File: src/sfr_pkg.sv
// Purpose: shared constants for the synthesizer word and symbol-rate registers
// Assumes: 8-bit register port, byte-wide registers
// Notes: offsets are the byte addresses of the serial register map
package sfr_pkg;
  localparam logic [7:0] SFR_OFF_WORD_HIGH = 8'h0D;
  localparam logic [7:0] SFR_OFF_WORD_MID = 8'h0E;
  localparam logic [7:0] SFR_OFF_WORD_LOW = 8'h0F;
  localparam logic [7:0] SFR_OFF_RATE_EXP = 8'h10;
  localparam logic [7:0] SFR_OFF_RATE_MANT = 8'h11;
  ////////////////////////////////////////////////////////////////////////////////
  localparam logic [1:0] SFR_WORD_TOP_FIXED = 2'h1;
  localparam logic [5:0] SFR_RST_WORD_HIGH = 6'h1E;
  localparam logic [7:0] SFR_RST_WORD_MID = 8'hC4;
  localparam logic [7:0] SFR_RST_WORD_LOW = 8'hEC;
  localparam logic [3:0] SFR_RST_RATE_EXP = 4'hC;
  localparam logic [7:0] SFR_RST_RATE_MANT = 8'h22;
  localparam logic [3:0] SFR_RATE_EXP_RSVD = 4'h0;
  ////////////////////////////////////////////////////////////////////////////////
  localparam int SFR_WORD_FRAC_BITS = 16;
  localparam int SFR_RATE_FRAC_BITS = 28;
  localparam logic [8:0] SFR_MANT_HIDDEN = 9'h100;
endpackage : sfr_pkg

File: src/sfr_reg_if.sv
// Purpose: carrier between the register decoder and the field store
// Assumes: one clock, writes and reads one byte per cycle
// Notes: fields leave the store as registered values
`timescale 1ns/1ps
interface sfr_reg_if;
  logic wr_high;
  logic wr_mid;
  logic wr_low;
  logic wr_exp;
  logic wr_mant;
  logic [7:0] wdata;
  logic [7:0] rd_sel;
  logic [7:0] rdata;
  logic [5:0] word_high;
  logic [7:0] word_mid;
  logic [7:0] word_low;
  logic [3:0] rate_exp;
  logic [7:0] rate_mant;
  modport ctrl (output wr_high, wr_mid, wr_low, wr_exp, wr_mant, wdata, rd_sel,
    input rdata, word_high, word_mid, word_low, rate_exp, rate_mant);
  modport store (input wr_high, wr_mid, wr_low, wr_exp, wr_mant, wdata, rd_sel,
    output rdata, word_high, word_mid, word_low, rate_exp, rate_mant);
endinterface : sfr_reg_if

File: src/sfr_store.sv
// Purpose: field storage and registered read data
// Assumes: strobes are one-hot, rd_sel is already decoded to a byte image
// Notes: only writable bits are stored; fixed bits are supplied by the decoder
`timescale 1ns/1ps
module sfr_store
  import sfr_pkg::*;
(
  input wire logic clock_in,
  input wire logic rst_n_in,
  sfr_reg_if.store bus
);
  always_ff @(posedge clock_in) begin
    if (!rst_n_in) begin
      bus.word_high <= SFR_RST_WORD_HIGH;
      bus.word_mid <= SFR_RST_WORD_MID;
      bus.word_low <= SFR_RST_WORD_LOW;
      bus.rate_exp <= SFR_RST_RATE_EXP;
      bus.rate_mant <= SFR_RST_RATE_MANT;
      bus.rdata <= 8'h00;
    end else begin
      if (bus.wr_high) bus.word_high <= bus.wdata[5:0];
      if (bus.wr_mid) bus.word_mid <= bus.wdata;
      if (bus.wr_low) bus.word_low <= bus.wdata;
      if (bus.wr_exp) bus.rate_exp <= bus.wdata[3:0];
      if (bus.wr_mant) bus.rate_mant <= bus.wdata;
      bus.rdata <= bus.rd_sel;
    end
  end
endmodule : sfr_store

File: src/sfr_regs.sv
// Purpose: synthesizer base-frequency word and symbol-rate registers
// Assumes: crystal frequency, channel number and spacing given in Hz / units
// Notes: derived frequencies are truncated integer Hz and bit/s
`timescale 1ns/1ps
module sfr_regs
  import sfr_pkg::*;
(
  input wire logic clock_in,
  input wire logic rst_n_in,
  input wire logic [7:0] reg_addr_in,
  input wire logic [7:0] reg_wdata_in,
  input wire logic reg_wr_in,
  input wire logic reg_rd_in,
  input wire logic [31:0] crystal_frequency_in,
  input wire logic [7:0] channel_number_in,
  input wire logic [31:0] channel_spacing_in,
  output logic [7:0] reg_rdata_out,
  output logic reg_rvalid_out,
  output logic [23:0] synth_word_out,
  output logic [3:0] rate_exponent_out,
  output logic [8:0] rate_mantissa_out,
  output logic [31:0] base_synth_word_out,
  output logic [31:0] carrier_synth_word_out,
  output logic [31:0] data_rate_out
);
  ////////////////////////////////////////////////////////////////////////////////
  function automatic logic hit(input logic [7:0] addr, input logic [7:0] off);
    hit = (addr == off);
  endfunction : hit

  sfr_reg_if bus ();

  sfr_store sfr_store_inst (
    .clock_in(clock_in),
    .rst_n_in(rst_n_in),
    .bus(bus)
  );

  ////////////////////////////////////////////////////////////////////////////////
  // decode
  wire logic sel_high = hit(reg_addr_in, SFR_OFF_WORD_HIGH);
  wire logic sel_mid = hit(reg_addr_in, SFR_OFF_WORD_MID);
  wire logic sel_low = hit(reg_addr_in, SFR_OFF_WORD_LOW);
  wire logic sel_exp = hit(reg_addr_in, SFR_OFF_RATE_EXP);
  wire logic sel_mant = hit(reg_addr_in, SFR_OFF_RATE_MANT);
  wire logic sel_any = sel_high | sel_mid | sel_low | sel_exp | sel_mant;
  wire logic [7:0] img_high = {SFR_WORD_TOP_FIXED, bus.word_high};
  wire logic [7:0] img_exp = {SFR_RATE_EXP_RSVD, bus.rate_exp};
  wire logic [23:0] word = {img_high, bus.word_mid, bus.word_low};
  // the hidden one is added here, never stored, so software cannot clear it
  wire logic [8:0] mant9 = SFR_MANT_HIDDEN | {1'b0, bus.rate_mant};

  assign bus.wdata = reg_wdata_in;
  assign bus.wr_high = reg_wr_in & sel_high;
  assign bus.wr_mid = reg_wr_in & sel_mid;
  assign bus.wr_low = reg_wr_in & sel_low;
  assign bus.wr_exp = reg_wr_in & sel_exp;
  assign bus.wr_mant = reg_wr_in & sel_mant;
  // unmapped addresses read zero
  assign bus.rd_sel = ({8{sel_high}} & img_high) | ({8{sel_mid}} & bus.word_mid)
    | ({8{sel_low}} & bus.word_low) | ({8{sel_exp}} & img_exp)
    | ({8{sel_mant}} & bus.rate_mant);

  ////////////////////////////////////////////////////////////////////////////////
  // derived frequencies; 64-bit products avoid overflow before the shift
  wire logic [63:0] base_prod = 64'(crystal_frequency_in) * 64'(word);
  wire logic [31:0] next_base = 32'(base_prod >> SFR_WORD_FRAC_BITS);
  wire logic [63:0] rate_prod = (64'(crystal_frequency_in) * 64'(mant9)) << bus.rate_exp;
  wire logic [31:0] next_rate = 32'(rate_prod >> SFR_RATE_FRAC_BITS);
  wire logic [31:0] next_carrier =
    32'(base_prod >> SFR_WORD_FRAC_BITS) + 32'(channel_number_in) * channel_spacing_in;
  logic read_pending;

  always_ff @(posedge clock_in) begin
    if (!rst_n_in) begin
      reg_rdata_out <= 8'h00;
      reg_rvalid_out <= 1'b0;
      read_pending <= 1'b0;
      synth_word_out <= 24'h000000;
      rate_exponent_out <= 4'h0;
      rate_mantissa_out <= 9'h000;
      base_synth_word_out <= 32'h00000000;
      carrier_synth_word_out <= 32'h00000000;
      data_rate_out <= 32'h00000000;
    end else begin
      reg_rdata_out <= bus.rdata;
      read_pending <= reg_rd_in;
      // valid waits one more edge so it lines up with the store's registered data
      reg_rvalid_out <= read_pending;
      synth_word_out <= word;
      rate_exponent_out <= bus.rate_exp;
      rate_mantissa_out <= mant9;
      base_synth_word_out <= next_base;
      carrier_synth_word_out <= next_carrier;
      data_rate_out <= next_rate;
    end
  end

  ////////////////////////////////////////////////////////////////////////////////
  // checks
  logic past_valid;
  always_ff @(posedge clock_in) begin
    if (!rst_n_in) past_valid <= 1'b0;
    else past_valid <= 1'b1;
  end

  top_bits_fixed_a: assert property (
    @(posedge clock_in) disable iff (!rst_n_in)
    past_valid |-> synth_word_out[23:22] == SFR_WORD_TOP_FIXED)
    else $error("top frequency word bits not 01");
  high_read_image_a: assert property (
    @(posedge clock_in) disable iff (!rst_n_in)
    reg_rd_in && sel_high |-> ##2 reg_rvalid_out && reg_rdata_out[7:6] == 2'h1)
    else $error("high register read lost fixed bits");
  high_write_a: assert property (
    @(posedge clock_in) disable iff (!rst_n_in)
    reg_wr_in && sel_high |-> ##2 synth_word_out[21:16] == $past(reg_wdata_in[5:0], 2))
    else $error("high register write lost");
  word_assembly_a: assert property (
    @(posedge clock_in) disable iff (!rst_n_in)
    reg_wr_in && sel_mid ##1 !reg_wr_in |=>
    synth_word_out[15:8] == $past(reg_wdata_in, 2))
    else $error("middle byte not in word bits 15:8");
  low_write_a: assert property (
    @(posedge clock_in) disable iff (!rst_n_in)
    reg_wr_in && sel_low |-> ##2 synth_word_out[7:0] == $past(reg_wdata_in, 2))
    else $error("low byte not in word bits 7:0");
  mid_read_a: assert property (
    @(posedge clock_in) disable iff (!rst_n_in)
    reg_rd_in && sel_mid |-> ##2 reg_rdata_out == $past(synth_word_out[15:8]))
    else $error("middle byte read mismatch");
  low_read_a: assert property (
    @(posedge clock_in) disable iff (!rst_n_in)
    reg_rd_in && sel_low |-> ##2 reg_rdata_out == $past(synth_word_out[7:0]))
    else $error("low byte read mismatch");
  low_kept_a: assert property (
    @(posedge clock_in) disable iff (!rst_n_in)
    !(reg_wr_in && sel_low) |-> ##2 synth_word_out[7:0] == $past(synth_word_out[7:0]))
    else $error("low byte changed without a write");
  base_formula_a: assert property (
    @(posedge clock_in) disable iff (!rst_n_in)
    past_valid |-> base_synth_word_out ==
    32'((64'($past(crystal_frequency_in)) * 64'(synth_word_out)) >> SFR_WORD_FRAC_BITS))
    else $error("base frequency mismatch");
  exp_reserved_a: assert property (
    @(posedge clock_in) disable iff (!rst_n_in)
    reg_rd_in && sel_exp |-> ##2 reg_rdata_out[7:4] == 4'h0)
    else $error("reserved exponent bits not zero");
  exp_write_a: assert property (
    @(posedge clock_in) disable iff (!rst_n_in)
    reg_wr_in && sel_exp |-> ##2 rate_exponent_out == $past(reg_wdata_in[3:0], 2))
    else $error("exponent write lost");
  exp_read_a: assert property (
    @(posedge clock_in) disable iff (!rst_n_in)
    reg_rd_in && sel_exp |-> ##2 reg_rdata_out[3:0] == $past(rate_exponent_out))
    else $error("exponent read mismatch");
  exp_kept_a: assert property (
    @(posedge clock_in) disable iff (!rst_n_in)
    !(reg_wr_in && sel_exp) |-> ##2 rate_exponent_out == $past(rate_exponent_out))
    else $error("exponent changed without a write");
  mant_write_a: assert property (
    @(posedge clock_in) disable iff (!rst_n_in)
    reg_wr_in && sel_mant |-> ##2 rate_mantissa_out[7:0] == $past(reg_wdata_in, 2))
    else $error("mantissa write lost");
  mant_read_a: assert property (
    @(posedge clock_in) disable iff (!rst_n_in)
    reg_rd_in && sel_mant |-> ##2 reg_rdata_out == $past(rate_mantissa_out[7:0]))
    else $error("mantissa read mismatch");
  hidden_one_a: assert property (
    @(posedge clock_in) disable iff (!rst_n_in)
    past_valid |-> rate_mantissa_out[8])
    else $error("hidden mantissa bit missing");
  rate_formula_a: assert property (
    @(posedge clock_in) disable iff (!rst_n_in)
    past_valid |-> data_rate_out == 32'(((64'($past(crystal_frequency_in))
    * 64'(rate_mantissa_out)) << rate_exponent_out) >> SFR_RATE_FRAC_BITS))
    else $error("data rate mismatch");
  carrier_sum_a: assert property (
    @(posedge clock_in) disable iff (!rst_n_in)
    past_valid |-> carrier_synth_word_out == base_synth_word_out
    + 32'($past(channel_number_in)) * $past(channel_spacing_in))
    else $error("carrier mismatch");
  reset_defaults_a: assert property (
    @(posedge clock_in)
    !rst_n_in ##1 rst_n_in |=> synth_word_out == 24'h5EC4EC
    && rate_exponent_out == 4'hC && rate_mantissa_out == 9'h122)
    else $error("reset defaults wrong");
  reset_idle_a: assert property (
    @(posedge clock_in)
    !rst_n_in |=> !reg_rvalid_out && base_synth_word_out == 32'h00000000)
    else $error("outputs not cleared in reset");
  rd_valid_pulse_a: assert property (
    @(posedge clock_in) disable iff (!rst_n_in)
    reg_rd_in |-> ##2 reg_rvalid_out)
    else $error("read valid missing two edges after request");
  rd_valid_quiet_a: assert property (
    @(posedge clock_in) disable iff (!rst_n_in)
    !reg_rd_in |-> ##2 !reg_rvalid_out)
    else $error("read valid without a request");
  unmapped_read_a: assert property (
    @(posedge clock_in) disable iff (!rst_n_in)
    reg_rd_in && !sel_any |-> ##2 reg_rdata_out == 8'h00)
    else $error("unmapped read not zero");

  write_high_c: cover property (@(posedge clock_in) disable iff (!rst_n_in)
    reg_wr_in && sel_high);
  read_mant_c: cover property (@(posedge clock_in) disable iff (!rst_n_in)
    reg_rd_in && sel_mant);
  max_exp_c: cover property (@(posedge clock_in) disable iff (!rst_n_in)
    rate_exponent_out == 4'hF);
  unmapped_read_c: cover property (@(posedge clock_in) disable iff (!rst_n_in)
    reg_rd_in && !sel_any);
  top_ones_write_c: cover property (@(posedge clock_in) disable iff (!rst_n_in)
    reg_wr_in && sel_high && reg_wdata_in[7:6] != SFR_WORD_TOP_FIXED);
endmodule : sfr_regs

File: config.mk
export PLATFORM = sky130hd
export DESIGN_NAME = sfr_regs
export DESIGN_NICKNAME = d
export VERILOG_FILES = /design/src/sfr_pkg.sv /design/src/sfr_reg_if.sv /design/src/sfr_store.sv /design/src/sfr_regs.sv
export SDC_FILE = /design/constraint.sdc
export NUM_CORES = 2
export LEC_CHECK = 0
export BUFFER_PORTS_ARGS = -buffer_cell sky130_fd_sc_hd__clkbuf_2
export CORE_MARGIN = 2
export CORE_UTILIZATION = 50
export DETAILED_ROUTE_END_ITERATION = 8
export GPL_ROUTABILITY_DRIVEN = 0
export PLACE_DENSITY = 0.67
export SYNTH_ARGS = -nofsm -noshare
export SYNTH_HDL_FRONTEND = slang
export SYNTH_HIERARCHICAL = 1
export SYNTH_SLANG_ARGS = --single-unit
File: constraint.sdc
create_clock -name clock_in -period 13.7 [get_ports clock_in]
set_input_delay 0.685 -clock clock_in [delete_from_list [all_inputs] [get_ports clock_in]]
set_output_delay 0.685 -clock clock_in [all_outputs]
set_load 0.05 [all_outputs]
After elaboration in Yosys (flattened, before gate mapping)
Cells that the tools add are included.
{"block": "totals", "reg_bits": 185, "in_bits": 92, "out_inout_bits": 142, "wordCells": 43}
{"block": "op_classes", "add_sub_neg": 1, "multipliers": 3, "eq_ne": 5, "n_shift": 1, "muxes": 2, "n_bitwise": 14}
{"cell": "41-bit by 4-bit left shift with 60-bit output", "count": 1}
{"cell": "32-bit by 23-bit multiplier with 48-bit output", "count": 1}
{"cell": "32-bit by 9-bit multiplier with 41-bit output", "count": 1}
{"cell": "32-bit adder", "count": 1}
{"cell": "8-bit by 32-bit multiplier with 32-bit output", "count": 1}
{"cell": "8-bit OR", "count": 4}
{"cell": "8-bit AND", "count": 3}
{"cell": "8-bit by 4-bit == test with 1-bit output, second input constant", "count": 3}
{"cell": "23-bit 2-to-1 mux", "count": 1}
{"cell": "8-bit by 5-bit == test with 1-bit output, second input constant", "count": 2}
{"cell": "9-bit 2-to-1 mux", "count": 1}
{"cell": "8-bit by 4-bit AND with 8-bit output", "count": 1}
{"cell": "8-bit by 7-bit AND with 8-bit output", "count": 1}
{"cell": "1-bit AND", "count": 5}

Longest topological paths before layout
{"block": "depth", "word_depth": 6, "depth_mapped": 47, "mapped_depth_nobuf": 46}

By module
Netlist, hierarchy kept.
{"mod": "sfr_regs", "n_inst": 1, "cells_per_inst": 4763, "area_each_um2": 42109.1, "seq_area_each_um2": 2742.6}
{"mod": "sfr_store", "n_inst": 1, "cells_per_inst": 127, "area_each_um2": 1458.9, "seq_area_each_um2": 840.8}

Least setup slack after synthesis
Ideal clock, no wire load.
{"block": "synth_path", "path_type": "input to register", "startpoint": "in crystal_frequency_in[11]", "endpoint": "reg carrier_synth_word_out[30]", "setup_ps": 128, "t_arrival_ps": 11047, "t_required_ps": 13572, "slack_ps": 2526, "stages": 45, "n_path_buf": 1, "path_cell_list": "clkbuf_1 -> nand2_1 -> fa_1 -> fa_1 -> fa_1 -> inv_1 -> fa_1 -> inv_1 -> fa_1 -> inv_1 -> fa_1 -> inv_1 -> fa_1 -> inv_1 -> ha_1 -> and3_1 -> a221oi_1 -> o21ai_0 -> [... 9 more ...] -> fa_1 -> inv_1 -> fa_1 -> inv_1 -> fa_1 -> fa_1 -> inv_1 -> ha_1 -> and4_1 -> nor3b_1 -> o311a_1 -> o21ai_1 -> a21oi_1 -> a211o_1 -> or3_1 -> a31oi_1 -> xor2_1 -> nor2_1"}
{"block": "synth_between", "elab_chain_len": 2}
{"element": "from (decl)", "line_no": "sfr_regs.sv:14", "text": "input wire logic [31:0] crystal_frequency_in,"}
{"element": "32-bit by 23-bit multiplier with 48-bit output", "line_no": "sfr_regs.sv:66", "text": "wire logic [63:0] base_prod = 64'(crystal_frequency_in) * 64'(word);"}
{"element": "32-bit adder", "line_no": "sfr_regs.sv:71", "text": "32'(base_prod >> SFR_WORD_FRAC_BITS) + 32'(channel_number_in) * channel_spacing_in;"}
{"element": "to (signal assigned)", "line_no": "sfr_regs.sv:94", "text": "carrier_synth_word_out <= next_carrier;"}
{"element": "to (decl)", "line_no": "sfr_regs.sv:23", "text": "output logic [31:0] carrier_synth_word_out,"}
No other way between the ends.
A chain may end at the register's enable or synchronous reset.

Worst setup path in the final report
{"block": "layout_path", "startpoint": "reg sfr_store_inst.bus.word_low[5]", "endpoint": "reg carrier_synth_word_out[30]"}
{"block": "layout_between", "elab_chain_len": 2}
{"element": "from (decl)", "line_no": "sfr_reg_if.sv:22", "text": "output rdata, word_high, word_mid, word_low, rate_exp, rate_mant);"}
{"element": "from (signal assigned)", "line_no": "sfr_store.sv:23", "text": "if (bus.wr_low) bus.word_low <= bus.wdata;"}
{"element": "32-bit by 23-bit multiplier with 48-bit output", "line_no": "sfr_regs.sv:66"}
{"element": "32-bit adder", "line_no": "sfr_regs.sv:71"}
No other way between the ends.

==> qor.csv <==
metric,value,unit
outcome,finished clean,
# hold bufs at CTS,0,
CTS tree,yes,
core box area,86600,sq um
worst slew pin tran,1.07,ns
DRC,0,
"Distinct cells, synth",87,
syn avg cell area,8.91,sq um
via count,32188,
Max-Cap Viols,0,
H-tree levels,4,
IO Port Bufs,228,
ANT nets after route,0,
crit end category,flop,
FF+latch area,3590,sq um
initial antenna violation count,2,
Critical Path Max Stage Delay,0.77,ns
worst path arrival time,12.69,ns
total congestion overflow,0,
DP HPWL,87.9,mm
final worst slack,1.38,ns
Die Width,299,microns
first-pass GRT wire length,184,mm
area delta synth->final,5.96,%
Total Wirelength,110,mm
Worst EP required,14.06,ns
unrepaired setup endpoints after global routing,false,
Worst path most repeated cell,fa_1,
min-delay src,reg_rd_in,
sequential share of the synthesized area,8.22,%
initial DRC count,1810,
Core Rows,108,
Min-Delay Path Class,input port to flop,
Yosys reg bits,179,
Setup crit start kind,flop,
"Period Utilization, post-route",89.9,%
initial core utilization,50.3,%
number of fill cells,8056,
CTS Buf Count,17,
Final Hold Viols,0,
R2R Path Start,sfr_store_inst/bus.word_low[5],
share of cells above drive strength 1,7.18,%
hold slack,0.366,ns
kind of critical path,flop to flop,
Sink Count,179,
Mapped Area,43600,sq um
Post-CTS Setup Inserts,0,
share of the synthesized area in the top cell type,46.1,%
Nets,6263,
Clock Pin Slew Worst Setup and Hold Paths,0.09,ns
die area,89500,sq um
R2R setup slack,1.38,ns
post-synthesis async set-or-reset flop share,0,%
r2r endpoint,carrier_synth_word_out[30],
final setup vio count,0,
Yosys warning total,6,
sum of negative setup slack,0,ns
Final Slew Violations,0,
"Design Area, Final",46200,sq um
Max transition margin,28.4,%
CP max stage cell,dfxtp_1,
post-CTS sizing,0,
hold-critical path depth,2,
clock skew,0.0202,ns
r2r worst-path depth,44,
largest area contributor in the netlist,fa_1,
Cells after Synth,4890,
Post-synth EDFFs,0,
I/O Pins,234,
pin count of the biggest net entering global routing,98,
Post-DP Area,45600,sq um
Post-synth top flop,dfxtp_1,
WHS Endpoint,read_pending,
multi-input logic area,34900,sq um
CTS root buf,clkbuf_16,
Via density,5.27,
maximum clock rate,81.1,MHz
Place WS,1.16,ns
CTS max path bufs,2,
Die H,299,microns
overall global routing resource usage,26.2,%
Tmin final,12.32,ns
worst-path maximum fanout,23,
via count of the first global-routing pass,34930,
Clock Latency Late Sink,0.52,ns
Avg WL per Cell,18.1,microns
DR pass1 iterations,6,
Area contributors post-synth,"fa_1, inv_1, and2_1",
worst max path at each step:
stage / endpoint / from / cells past startpoint
2_1_floorplan: carrier_synth_word_out[30] / crystal_frequency_in[11] / 45
3_3_place_gp: carrier_synth_word_out[30] / crystal_frequency_in[6] / 45
3_5_place_dp: carrier_synth_word_out[30] / crystal_frequency_in[6] / 46
4_1_cts: carrier_synth_word_out[30] / sfr_store_inst/bus.word_low[5] / 44
5_1_grt: carrier_synth_word_out[30] / sfr_store_inst/bus.word_low[5] / 43
6_report: carrier_synth_word_out[30] / sfr_store_inst/bus.word_low[5] / 44
per-stage QoR:
stage / instances / utilization [%]
2_1_floorplan: 4894 / -
3_3_place_gp: 6067 / 52.6
3_5_place_dp: 6067 / 52.6
4_1_cts: 6099 / 53.3
5_1_grt: 6101 / 53.3
6_report: 6102 / 53.3
flip-flops by register name, summed over array words and instances, names as in the netlist:
name	flops
rate_mantissa_out	9
sfr_store_inst/bus.rdata	8
sfr_store_inst/bus.rate_exp	4
rate_exponent_out	4
base_synth_word_out	32
sfr_store_inst/bus.word_mid	8
reg_rdata_out	8
sfr_store_inst/bus.word_low	8
synth_word_out	22
carrier_synth_word_out	32
sfr_store_inst/bus.word_high	6
sfr_store_inst/bus.rate_mant	8
read_pending	1
reg_rvalid_out	1
data_rate_out	28
synthesized netlist by cell type, types with 6 or more instances:
cell type and number:
a211oi_1 13, nor4_1 8, dfxtp_1 179, nand2b_1 15, nand2_1 736, a211o_1 6, buf_4 10, o21ai_1 12
xor2_1 42, and3_1 9, and2_1 583, clkbuf_1 250, nor3b_1 8, o211ai_1 8, mux2_2 9, o22ai_1 10
nand4_1 12, or3_1 10, nor2b_1 42, o21ai_0 49, nand3_1 17, a21o_1 43, ha_1 237, a31oi_1 18
nor3_1 35, fa_1 1003, mux2i_1 58, inv_1 1067, xnor2_1 54, nor2_1 131, a21oi_1 78, and4_1 6
buf_1 6, o21a_1 17
cell type report:
cell class | count | share of cell area, %
clock inverter | 14 | 0.304
multi-input combinational | 3370 | 75.6
inverter | 1071 | 8.71
clock buffer | 18 | 0.930
timing repair buffer | 292 | 3.55
antenna | 3 | 0.0163
tap | 1155 | 3.13
sequential | 179 | 7.77
cell families after synthesis:
logic type,Yosys count,synth area share [%]
xor+xnor,97,1.98
fa+ha+maj,1240,52.9
simple gates,1633,18.5
other cells,1,0.00861
flops,179,8.22
mux,69,1.67
buf+inv,1345,11.7
compound gates,326,5.04
cell usage in the layout (no fill, tap or decap), types with 8 or more instances in the layout:
master        n
inv_1      1067
fa_1       1003
nand2_1     736
and2_1      583
ha_1        237
clkbuf_2    227
dfxtp_1     175
nor2_1      131
a21oi_1      78
buf_4        64
mux2i_1      58
xnor2_1      54
o21ai_0      49
a21o_1       43
nor2b_1      42
xor2_1       42
nor3_1       35
a31oi_1      18
nand3_1      17
o21a_1       17
clkbuf_16    17
nand2b_1     15
a211oi_1     13
nand4_1      12
o21ai_1      12
or3_1        10
o22ai_1      10
and3_1        9
mux2_2        9
o211ai_1      8
nor3b_1       8
nor4_1        8
metal layers:
metal	vias to the layer above	wire, microns	track usage, %
li1	14438	-	-
met1	16639	44100	32.6
met2	921	56700	46.6
met3	190	5390	3.17
met4	0	4050	10.0
met5	-	0	0
worst max-delay path: cells and delay by family (launching register included):
family | cells | cell delay [ns]
buf+inv | 8 | 0.74
fa+ha+maj | 13 | 5.71
simple gates | 8 | 1.42
compound gates | 13 | 3.20
xor+xnor | 2 | 0.29
flops | 1 | 0.77
Power is left out: the tool's default activity adds up to more than one toggle a clock period on the data nets, which glitch-free logic cannot reach.
